## config.mk

```make
export PLATFORM = sky130hd
export DESIGN_NAME = ebs_regs
export DESIGN_NICKNAME = d
export VERILOG_FILES = /design/src/rtl/ebs_pkg.sv /design/src/rtl/ebs_regs.sv
export SDC_FILE = /design/constraint.sdc
export NUM_CORES = 1
export LEC_CHECK = 0
export ABC_AREA = 1
export ABC_CLOCK_PERIOD_IN_PS = 2150
export BUFFER_PORTS_ARGS = -buffer_cell sky130_fd_sc_hd__buf_4
export CELL_PAD_IN_SITES_DETAIL_PLACEMENT = 2
export CELL_PAD_IN_SITES_GLOBAL_PLACEMENT = 2
export CORE_UTILIZATION = 30
export CTS_BUF_LIST = sky130_fd_sc_hd__clkbuf_16
export DETAILED_ROUTE_END_ITERATION = 6
export GPL_TIMING_DRIVEN = 0
export PLACE_DENSITY = 0.81
export SLEW_MARGIN = 30
export SYNTH_ARGS = -nofsm -noshare
export SYNTH_HDL_FRONTEND = slang
export SYNTH_SLANG_ARGS = --single-unit
```

## constraint.sdc

```tcl
create_clock -name clock -period 2.15 [get_ports clock]
set_clock_uncertainty 0.15 [all_clocks]
set_input_delay 0.645 -clock clock [delete_from_list [all_inputs] [get_ports clock]]
set_output_delay 0.645 -clock clock [all_outputs]
set_load 0.02 [all_outputs]
```

## src/rtl/ebs_pkg.sv

```systemverilog
// Purpose: Shared constants and types for the endpoint buffer status register bank
// Assumes: 16-bit register address, 8-bit data
// Notes:   Offsets are byte addresses in the controller's external data space
package ebs_pkg;
  localparam logic [15:0] OFS_EP2_CNT_HI   = 16'he690;
  localparam logic [15:0] OFS_EP2_CNT_LO   = 16'he691;
  localparam logic [15:0] OFS_EP4_CNT_HI   = 16'he694;
  localparam logic [15:0] OFS_EP4_CNT_LO   = 16'he695;
  localparam logic [15:0] OFS_EP6_CNT_HI   = 16'he698;
  localparam logic [15:0] OFS_EP6_CNT_LO   = 16'he699;
  localparam logic [15:0] OFS_EP8_CNT_HI   = 16'he69c;
  localparam logic [15:0] OFS_EP8_CNT_LO   = 16'he69d;
  localparam logic [15:0] OFS_EP0_STAT     = 16'he6a0;
  localparam logic [15:0] OFS_EP1OUT_STAT  = 16'he6a1;
  localparam logic [15:0] OFS_EP1IN_STAT   = 16'he6a2;
  localparam logic [15:0] OFS_EP2_STAT     = 16'he6a3;
  localparam logic [15:0] OFS_EP4_STAT     = 16'he6a4;
  localparam logic [15:0] OFS_EP6_STAT     = 16'he6a5;
  localparam logic [15:0] OFS_EP8_STAT     = 16'he6a6;
  localparam logic [15:0] OFS_EP2_QFLAGS   = 16'he6a7;
  localparam logic [15:0] OFS_EP4_QFLAGS   = 16'he6a8;
  localparam logic [15:0] OFS_EP6_QFLAGS   = 16'he6a9;
  localparam logic [15:0] OFS_EP8_QFLAGS   = 16'he6aa;
  localparam logic [15:0] OFS_EP2_QTOT_HI  = 16'he6ab;
  localparam logic [15:0] OFS_EP2_QTOT_LO  = 16'he6ac;
  localparam logic [15:0] OFS_EP4_QTOT_HI  = 16'he6ad;
  localparam logic [15:0] OFS_EP4_QTOT_LO  = 16'he6ae;
  // Own registers: interrupt status, mask, size select, combined mirror
  localparam logic [15:0] OFS_IRQ_STAT     = 16'he6f0;
  localparam logic [15:0] OFS_IRQ_MASK     = 16'he6f1;
  localparam logic [15:0] OFS_SIZE_SEL     = 16'he6f2;
  localparam logic [15:0] OFS_MIRROR       = 16'he6f3;
  // Field positions
  localparam int BIT_HANDSHAKE_NAK_BIT  = 7;
  localparam int BIT_FULL   = 3;
  localparam int BIT_EMPTY  = 2;
  localparam int BIT_BUSY   = 1;
  localparam int BIT_STALL  = 0;
  localparam int BIT_NPAK   = 4;
  localparam int BIT_PF     = 2;
  localparam int BIT_EF     = 1;
  localparam int BIT_FF     = 0;
  // Reset values
  localparam logic [7:0] RST_EP0_STAT   = 8'h80;
  localparam logic [7:0] RST_EP1_STAT   = 8'h00;
  localparam logic [7:0] RST_EP24_STAT  = 8'h28;
  localparam logic [7:0] RST_EP68_STAT  = 8'h04;
  localparam logic [7:0] RST_EP24_QFLG  = 8'h02;
  localparam logic [7:0] RST_EP68_QFLG  = 8'h06;
  localparam logic [7:0] RST_ZERO       = 8'h00;
  // Per-endpoint state reported by the buffer engine
  typedef struct packed {
    logic [2:0] packetCount;
    logic       full;
    logic       empty;
    logic       progLevel;
    logic       queueFull;
    logic       queueEmpty;
  } ebs_ep_state_t;
  // Register bus request
  typedef struct packed {
    logic [15:0] addr;
    logic [7:0]  wdata;
    logic        wr;
    logic        rd;
  } ebs_bus_req_t;
endpackage

```

## src/rtl/ebs_regs.sv

```systemverilog
// Purpose: Endpoint buffer status and control register bank
// Assumes: Buffer engine inputs are synchronous to clock; plain strobe register port
// Notes:   Read data valid one cycle after the read strobe
// Behaviour
// - Endpoints 2 and 6 select small or large buffers; 4 and 8 small only
// - Endpoint 2 and 6 byte count is 11 bits, 3 high plus 8 low
// - Endpoint 4 and 8 byte count is 10 bits, upper high bits read zero
// - Low count bit 7 doubles as skip control; reset value undefined
// - Control status: handshake-NAK bit 7, busy bit 1 ro, stall bit 0; resets 0x80
// - Endpoint 1 IN/OUT status: busy ro, stall writable, reset zero
// - Packet count 0-4 on endpoints 2,6; 0-2 on endpoints 4,8
// - OUT counts received packets; IN counts armed packets
// - Bulk status: full bit 3, empty bit 2, stall bit 0 writable only
// - Endpoints 2,4 reset two-packet full; 6,8 reset empty only
// - Full and empty bits mirrored into a combined register
// - Queue flag registers read-only: level bit 2, empty 1, full 0
// - Endpoint 2 total is 13 bits, endpoint 4 total 11 bits, read-only
// - OUT total is bytes held; IN total is bytes in current packet
`timescale 1ns/100ps
`default_nettype none
module ebs_regs
  import ebs_pkg::*;
(
  input  wire logic          clock,        // 50 MHz system clock
  input  wire logic          rst_b,        // Asynchronous reset, active low
  input  wire ebs_bus_req_t  busReq,       // Register address, data and strobes
  output logic        [7:0]  rdData,       // Read data, one cycle after strobe
  input  wire ebs_ep_state_t epState [4],  // Engine state for endpoints 2,4,6,8
  input  wire logic   [3:0]  epIsIn,       // Direction per endpoint, 1 = IN
  input  wire logic   [2:0]  ctrlBusy,     // Busy for control, ep1 out, ep1 in
  input  wire logic          hsNakSet,     // Setup arrived, handshake-NAK rises
  input  wire logic   [12:0] ep2TotalOut,  // Bytes held in ep2 queue
  input  wire logic   [12:0] ep2TotalIn,   // Bytes in ep2 packet being filled
  input  wire logic   [10:0] ep4TotalOut,  // Bytes held in ep4 queue
  input  wire logic   [10:0] ep4TotalIn,   // Bytes in ep4 packet being filled
  output logic        [3:0]  countLoad,    // Pulse: low count written per endpoint
  output logic        [10:0] countValue [4], // Byte count per endpoint
  output logic        [3:0]  skipCtl,      // Skip control bit per endpoint
  output logic        [4:0]  stallOut,     // Stall: bit 0 zero, then ep0,ep1out,ep1in; bit 4 is any of ep2..8
  output logic        [3:0]  stallBulk,    // Stall for endpoints 2,4,6,8
  output logic               handshake_nak_bit,        // Handshake-NAK level
  output logic        [1:0]  largeBuf,     // Large buffer select for ep2, ep6
  output logic               irq           // Interrupt, high while unmasked event set
);

  // Byte-count field width per endpoint slot
  function automatic logic [7:0] hiByte(input logic [10:0] c, input int s);
    hiByte = (s == 0 || s == 2) ? {5'h00, c[10:8]} : {6'h00, c[9:8]};
  endfunction

  localparam logic [15:0] CNT_HI [4] = '{OFS_EP2_CNT_HI, OFS_EP4_CNT_HI,
                                         OFS_EP6_CNT_HI, OFS_EP8_CNT_HI};
  localparam logic [15:0] CNT_LO [4] = '{OFS_EP2_CNT_LO, OFS_EP4_CNT_LO,
                                         OFS_EP6_CNT_LO, OFS_EP8_CNT_LO};
  localparam logic [15:0] ST_OFS [4] = '{OFS_EP2_STAT, OFS_EP4_STAT,
                                         OFS_EP6_STAT, OFS_EP8_STAT};
  localparam logic [15:0] QF_OFS [4] = '{OFS_EP2_QFLAGS, OFS_EP4_QFLAGS,
                                         OFS_EP6_QFLAGS, OFS_EP8_QFLAGS};

  // Mirror level of an engine at its reset state, so no false event follows reset
  localparam logic [7:0] MIRROR_RST = {RST_EP68_STAT[BIT_FULL], RST_EP68_STAT[BIT_EMPTY],
                                       RST_EP68_STAT[BIT_FULL], RST_EP68_STAT[BIT_EMPTY],
                                       RST_EP24_STAT[BIT_FULL], RST_EP24_STAT[BIT_EMPTY],
                                       RST_EP24_STAT[BIT_FULL], RST_EP24_STAT[BIT_EMPTY]};

  logic [10:0] cntReg [4];
  logic [3:0]  stallReg;
  logic [2:0]  ctlStall;
  logic        hsNakReg;
  logic [1:0]  sizeSel;
  logic [7:0]  irqStat;
  logic [7:0]  irqMask;
  logic [7:0]  prevFlags;
  logic [7:0]  statView [4];
  logic [7:0]  qflView  [4];
  logic [7:0]  mirror;
  logic [12:0] ep2Total;
  logic [10:0] ep4Total;
  logic [7:0]  next_rdData;
  logic [7:0]  curFlags;
  logic [7:0]  next_irqStat;
  logic [7:0]  next_irqMask;
  logic [3:0]  hiWr;
  logic [3:0]  loWr;
  logic [3:0]  stWr;
  logic        wr;

  assign wr = busReq.wr;

  // Per-endpoint decode and status views
  for (genvar i = 0; i < 4; i++) begin : g_ep
    logic [2:0] npak;
    assign hiWr[i] = wr && (busReq.addr == CNT_HI[i]);
    assign loWr[i] = wr && (busReq.addr == CNT_LO[i]);
    assign stWr[i] = wr && (busReq.addr == ST_OFS[i]);
    // Engine counts received packets for OUT and armed packets for IN
    assign npak = (i == 0 || i == 2) ? epState[i].packetCount
                                     : {1'b0, epState[i].packetCount[1:0]};
    assign statView[i] = {1'b0, npak, epState[i].full, epState[i].empty,
                          1'b0, stallReg[i]};
    assign qflView[i] = {5'h00, epState[i].progLevel, epState[i].queueEmpty,
                         epState[i].queueFull};
  end

  // Combined full/empty mirror, empty in even bits, full in odd
  assign mirror = {statView[3][BIT_FULL], statView[3][BIT_EMPTY],
                   statView[2][BIT_FULL], statView[2][BIT_EMPTY],
                   statView[1][BIT_FULL], statView[1][BIT_EMPTY],
                   statView[0][BIT_FULL], statView[0][BIT_EMPTY]};

  // Totals follow direction
  assign ep2Total = epIsIn[0] ? ep2TotalIn : ep2TotalOut;
  assign ep4Total = epIsIn[1] ? ep4TotalIn : ep4TotalOut;

  // Read mux; unmapped addresses and unused bits return zero
  always_comb begin
    next_rdData = RST_ZERO;
    if (busReq.addr == OFS_EP0_STAT)
      next_rdData = {hsNakReg, 5'h00, ctrlBusy[0], ctlStall[0]};
    else if (busReq.addr == OFS_EP1OUT_STAT)
      next_rdData = {6'h00, ctrlBusy[1], ctlStall[1]};
    else if (busReq.addr == OFS_EP1IN_STAT)
      next_rdData = {6'h00, ctrlBusy[2], ctlStall[2]};
    else if (busReq.addr == OFS_EP2_QTOT_HI)
      next_rdData = {3'h0, ep2Total[12:8]};
    else if (busReq.addr == OFS_EP2_QTOT_LO)
      next_rdData = ep2Total[7:0];
    else if (busReq.addr == OFS_EP4_QTOT_HI)
      next_rdData = {5'h00, ep4Total[10:8]};
    else if (busReq.addr == OFS_EP4_QTOT_LO)
      next_rdData = ep4Total[7:0];
    else if (busReq.addr == OFS_IRQ_STAT)
      next_rdData = irqStat;
    else if (busReq.addr == OFS_IRQ_MASK)
      next_rdData = irqMask;
    else if (busReq.addr == OFS_SIZE_SEL)
      next_rdData = {6'h00, sizeSel};
    else if (busReq.addr == OFS_MIRROR)
      next_rdData = mirror;
    else begin
      for (int i = 0; i < 4; i++) begin
        if (busReq.addr == CNT_HI[i])
          next_rdData = hiByte(cntReg[i], i);
        if (busReq.addr == CNT_LO[i])
          next_rdData = cntReg[i][7:0];
        if (busReq.addr == ST_OFS[i])
          next_rdData = statView[i];
        if (busReq.addr == QF_OFS[i])
          next_rdData = qflView[i];
      end
    end
  end

  // Interrupt events: full rise and empty rise on each bulk endpoint
  assign curFlags = mirror;
  always_comb begin
    next_irqStat = irqStat;
    if (wr && busReq.addr == OFS_IRQ_STAT)
      next_irqStat = irqStat & ~busReq.wdata;
    // Set wins over a same-cycle clear so no event is lost
    next_irqStat = next_irqStat | (curFlags & ~prevFlags);
  end

  // Mask follows its write at once, so irq tracks status and mask together
  assign next_irqMask = (wr && busReq.addr == OFS_IRQ_MASK) ? busReq.wdata : irqMask;

  // Read data and interrupt registers
  always_ff @(posedge clock or negedge rst_b) begin
    if (!rst_b) begin
      rdData    <= RST_ZERO;
      irqStat   <= RST_ZERO;
      irqMask   <= RST_ZERO;
      prevFlags <= MIRROR_RST;
      irq       <= 1'b0;
    end else begin
      rdData    <= busReq.rd ? next_rdData : RST_ZERO;
      irqStat   <= next_irqStat;
      prevFlags <= curFlags;
      irq       <= |(next_irqStat & next_irqMask);
      irqMask   <= next_irqMask;
    end
  end

  // Byte counts; bit 7 of low byte doubles as skip control and has no reset
  always_ff @(posedge clock) begin
    for (int i = 0; i < 4; i++) begin
      if (hiWr[i])
        cntReg[i][10:8] <= (i == 0 || i == 2) ? busReq.wdata[2:0]
                                              : {1'b0, busReq.wdata[1:0]};
      if (loWr[i])
        cntReg[i][7:0] <= busReq.wdata;
    end
  end

  // Count outputs and load pulses
  always_ff @(posedge clock or negedge rst_b) begin
    if (!rst_b) begin
      countLoad <= 4'h0;
      skipCtl   <= 4'h0;
      for (int i = 0; i < 4; i++)
        countValue[i] <= 11'h000;
    end else begin
      countLoad <= loWr;
      for (int i = 0; i < 4; i++) begin
        countValue[i] <= cntReg[i];
        skipCtl[i]    <= cntReg[i][7];
      end
    end
  end

  // Control bits; busy, full, empty and counts come from the engine, writes ignored
  always_ff @(posedge clock or negedge rst_b) begin
    if (!rst_b) begin
      hsNakReg <= RST_EP0_STAT[BIT_HANDSHAKE_NAK_BIT];
      ctlStall <= {RST_EP1_STAT[BIT_STALL], RST_EP1_STAT[BIT_STALL],
                   RST_EP0_STAT[BIT_STALL]};
      stallReg <= {RST_EP68_STAT[BIT_STALL], RST_EP68_STAT[BIT_STALL],
                   RST_EP24_STAT[BIT_STALL], RST_EP24_STAT[BIT_STALL]};
      sizeSel  <= 2'h0;
    end else begin
      // Firmware clears handshake-NAK by writing one; a new setup wins
      if (hsNakSet)
        hsNakReg <= 1'b1;
      else if (wr && busReq.addr == OFS_EP0_STAT && busReq.wdata[BIT_HANDSHAKE_NAK_BIT])
        hsNakReg <= 1'b0;
      if (wr && busReq.addr == OFS_EP0_STAT)
        ctlStall[0] <= busReq.wdata[BIT_STALL];
      if (wr && busReq.addr == OFS_EP1OUT_STAT)
        ctlStall[1] <= busReq.wdata[BIT_STALL];
      if (wr && busReq.addr == OFS_EP1IN_STAT)
        ctlStall[2] <= busReq.wdata[BIT_STALL];
      for (int i = 0; i < 4; i++)
        if (stWr[i])
          stallReg[i] <= busReq.wdata[BIT_STALL];
      // Only endpoints 2 and 6 may take the large buffer
      if (wr && busReq.addr == OFS_SIZE_SEL)
        sizeSel <= busReq.wdata[1:0];
    end
  end

  // Registered control outputs
  always_ff @(posedge clock or negedge rst_b) begin
    if (!rst_b) begin
      stallOut  <= 5'h00;
      stallBulk <= 4'h0;
      handshake_nak_bit     <= RST_EP0_STAT[BIT_HANDSHAKE_NAK_BIT];
      largeBuf  <= 2'h0;
    end else begin
      stallOut  <= {|stallReg, ctlStall[2], ctlStall[1], ctlStall[0], 1'b0};
      stallBulk <= stallReg;
      handshake_nak_bit     <= hsNakReg;
      largeBuf  <= sizeSel;
    end
  end
endmodule
`default_nettype wire

```

==> impl_metrics.ini <==
[run_status]
outcome = complete, but fails checks
violations = setup timing

[layout]
drive_gt1_frac = 0.4776
final_cells = 1206
fin_nets = 1039
antenna_cells = 0
syn_to_final_growth_pct = 55.47
fin_util = 0.4775
final_cell_mix = 226 x buf_4, 104 x nand2_1, 94 x dfrtp_1
final_common_cell = buf_4

[worst_setup_path]
cp_num_buf_inv = 5
arrival_ns = 3.12
cp.required_ns = 2.33
cpPeakStageDelay_ns = 0.18
endpoint_kind = register
critical-path-top-delay-family = simple AND/OR/NAND/NOR gates
cp.depth = 25
cp-start-kind = input port
slowest_stage = nor2_4
crit_type = in -> reg
r2r.worst_path.cells = 26
cp_max_fo = 4

[floorplan]
std_cell_rows = 52
io_pins = 189
core-area_um2 = 20360
die_w_um = 146.4
die_h_um = 146.4
die-area_um2 = 21430
initial_core_util = 0.3071

[sta]
finalCriticalPeriod_ns = 2.932
setup_slack_ns = -0.7819
fin_crit_sh = 1.364
rsz0062_at_grt = yes
finalSetupTns_ns = -5.696
relSlewSlack = 0.4328
worst-slew-pin-transition_ns = 0.8509
fmaxAchievable_mhz = 341.1
drv_slew = 0
finalSetupViolations = 15
hold_viol = 0

[routing]
drc = 0
wl_per_cell_um = 25.82
dr.first_iter.drc_count = 429
wirelength_mm = 31.14
vias = 6360
firstDrtPassIters = 5
antenna_left = 0
avgViaCountPerCell = 5.274

[global_routing]
antenna_found_initial = 0
grt.overflow.total = 0
track_usage = 0.2701
grt_max_degree = 101
grt_pass1_vias = 6874
grt_pass1_wl_mm = 42.58

[placed_design]
place_hpwl_mm = 18.46
gp_congestion = 0.8025
io_buffers = 181
dp.cells = 1118

[logic_synthesis]
syn_avg_cell_area_um2 = 9.406
seq_area_frac_synth = 0.6029
syn_area_um2 = 6255
ys_seq_elements = 142
synth_cells = 665
yosysWarningCount = 0
synth.distinct_cells = 38
synth_edf_count = 42
synth_ff_type = dfrtp_1
async_flop_share = 0.7042

[flow_run]
drv_cap = 0

[power]
cellLeakagePower_nw = 4.539
powerDensity_nw_per_um2 = 633.3
ir_worst_vdd_v = 0.0004569

[worst_hold_path]
hold_path.class = in -> reg
min_path_cells = 1

[clocking]
clockBufferDepth = 2
postCtsHoldBufs = 0
h-tree-depth = 4
clk_pin_slew_ns = 0.06
cts_sinks = 142
clkLatencyLatePin_ns = 0.44
cts_tree = yes
numCtsBuffers = 17
cts-root-buf = clkbuf_16
==> kinds of logic (layout without fill, tap and decap cells) <==
logic type	count (synthesis)	after routing	share of synthesized area
multiplexers	1	1	0.001800
buffers and inverters	93	362	0.06061
other	1	3	0.0005995
flip-flops	142	142	0.6029
AND/OR/NAND/NOR	307	307	0.2206
AO/OA/AOI/OAI	121	121	0.1134
==> worst paths after layout <==
kind | from | end | slack, ns
worst max-delay path | busReq[15] | rdData[1] | -0.78
worst min-delay path | epState[19] | prevFlags[2] | 0.18
worst max register to register | stallReg[0] | rdData[0] | -0.45
worst min register to register | hsNakReg | handshake_nak_bit | 0.23
max in group asynchronous | rst_b | stallReg[3] | 1.10
min in group asynchronous | rst_b | countValue[37] | 0.19
==> cell usage after synthesis, drive strengths merged (6+ instances only) <==
library cell / number / area share
nand4: 11 / 0.012
a21oi: 40 / 0.032
nand2: 148 / 0.091
o21ai: 44 / 0.035
clkbuf: 9 / 0.0054
nor2: 88 / 0.062
or2: 12 / 0.012
dfrtp: 94 / 0.38
o211ai: 10 / 0.012
nor3: 12 / 0.013
edfxtp: 42 / 0.20
o2111ai: 8 / 0.011
a31oi: 8 / 0.0080
dfstp: 6 / 0.025
inv: 74 / 0.044
buf: 8 / 0.0096
nand3: 34 / 0.029
==> state kept, by name (all words and copies together), names as in the netlist <==
register / cells
cntReg: 42
countValue: 39
irqMask: 8
irqStat: 8
prevFlags: 8
rdData: 8
countLoad: 4
stallBulk: 4
stallOut: 4
stallReg: 4
ctlStall: 3
skipCtl: 3
largeBuf: 2
sizeSel: 2
handshake_nak_bit: 1
hsNakReg: 1
irq: 1
==> report_power, final <==
group	switching (W)	total (W)	internal, W
clock network	0.00122	0.00290	0.00168
registers	0.00000285	0.00280	0.00279
logic	0.000262	0.000460	0.000198
total	0.00149	0.00616	0.00467
==> metrics by stage <==
| step | instance area (um2) | power, W | hold slack, ns | worst slack [ns] |
|---|---|---|---|---|
| CTS | 9340 | 0.006101 | 0.1778 | -0.6630 |
| finish | 9724 | 0.006158 | 0.1805 | -0.7819 |
| detailed placement | 8082 | 0.003228 | 0.2095 | -1.407 |
| global placement | 8078 | 0.003219 | 0.2066 | -1.300 |
| floorplan | 6381 | 0.002952 | 0.1970 | -0.4638 |
| global route | 9724 | 0.006295 | 0.1691 | -0.9346 |
==> per-layer routing <==
| layer | part of all wire | vias to the layer above | routed length, um | GRT usage |
|---|---|---|---|---|
| li1 | - | 2728 | - | - |
| met1 | 0.40 | 3257 | 12400 | 0.3292 |
| met2 | 0.51 | 301 | 15880 | 0.4655 |
| met3 | 0.051 | 74 | 1603 | 0.05469 |
| met4 | 0.040 | 0 | 1249 | 0.1104 |
| met5 | 0 | - | 0 | 0 |
==> cell type report <==
class / instances / area [um2]
clock inverters: 15 / 132.6
multi-input cells: 432 / 2721
plain buffers: 17 / 107.6
fillers: 2138 / 10640
inverters: 76 / 321.6
repair buffers: 237 / 1907
flip-flops and latches: 142 / 3771
clock buffers: 17 / 425.4
well taps: 270 / 337.8
==> timing repair <==
item                                    in CTS  in global routing
gates cloned                                 1                  0
buffers inserted                            42                 13
pin swaps                                   52                 37
gates resized for setup                     86                 85
endpoints found under the setup margin      60                 52
No activity file was read; power rests on OpenSTA's default activity.
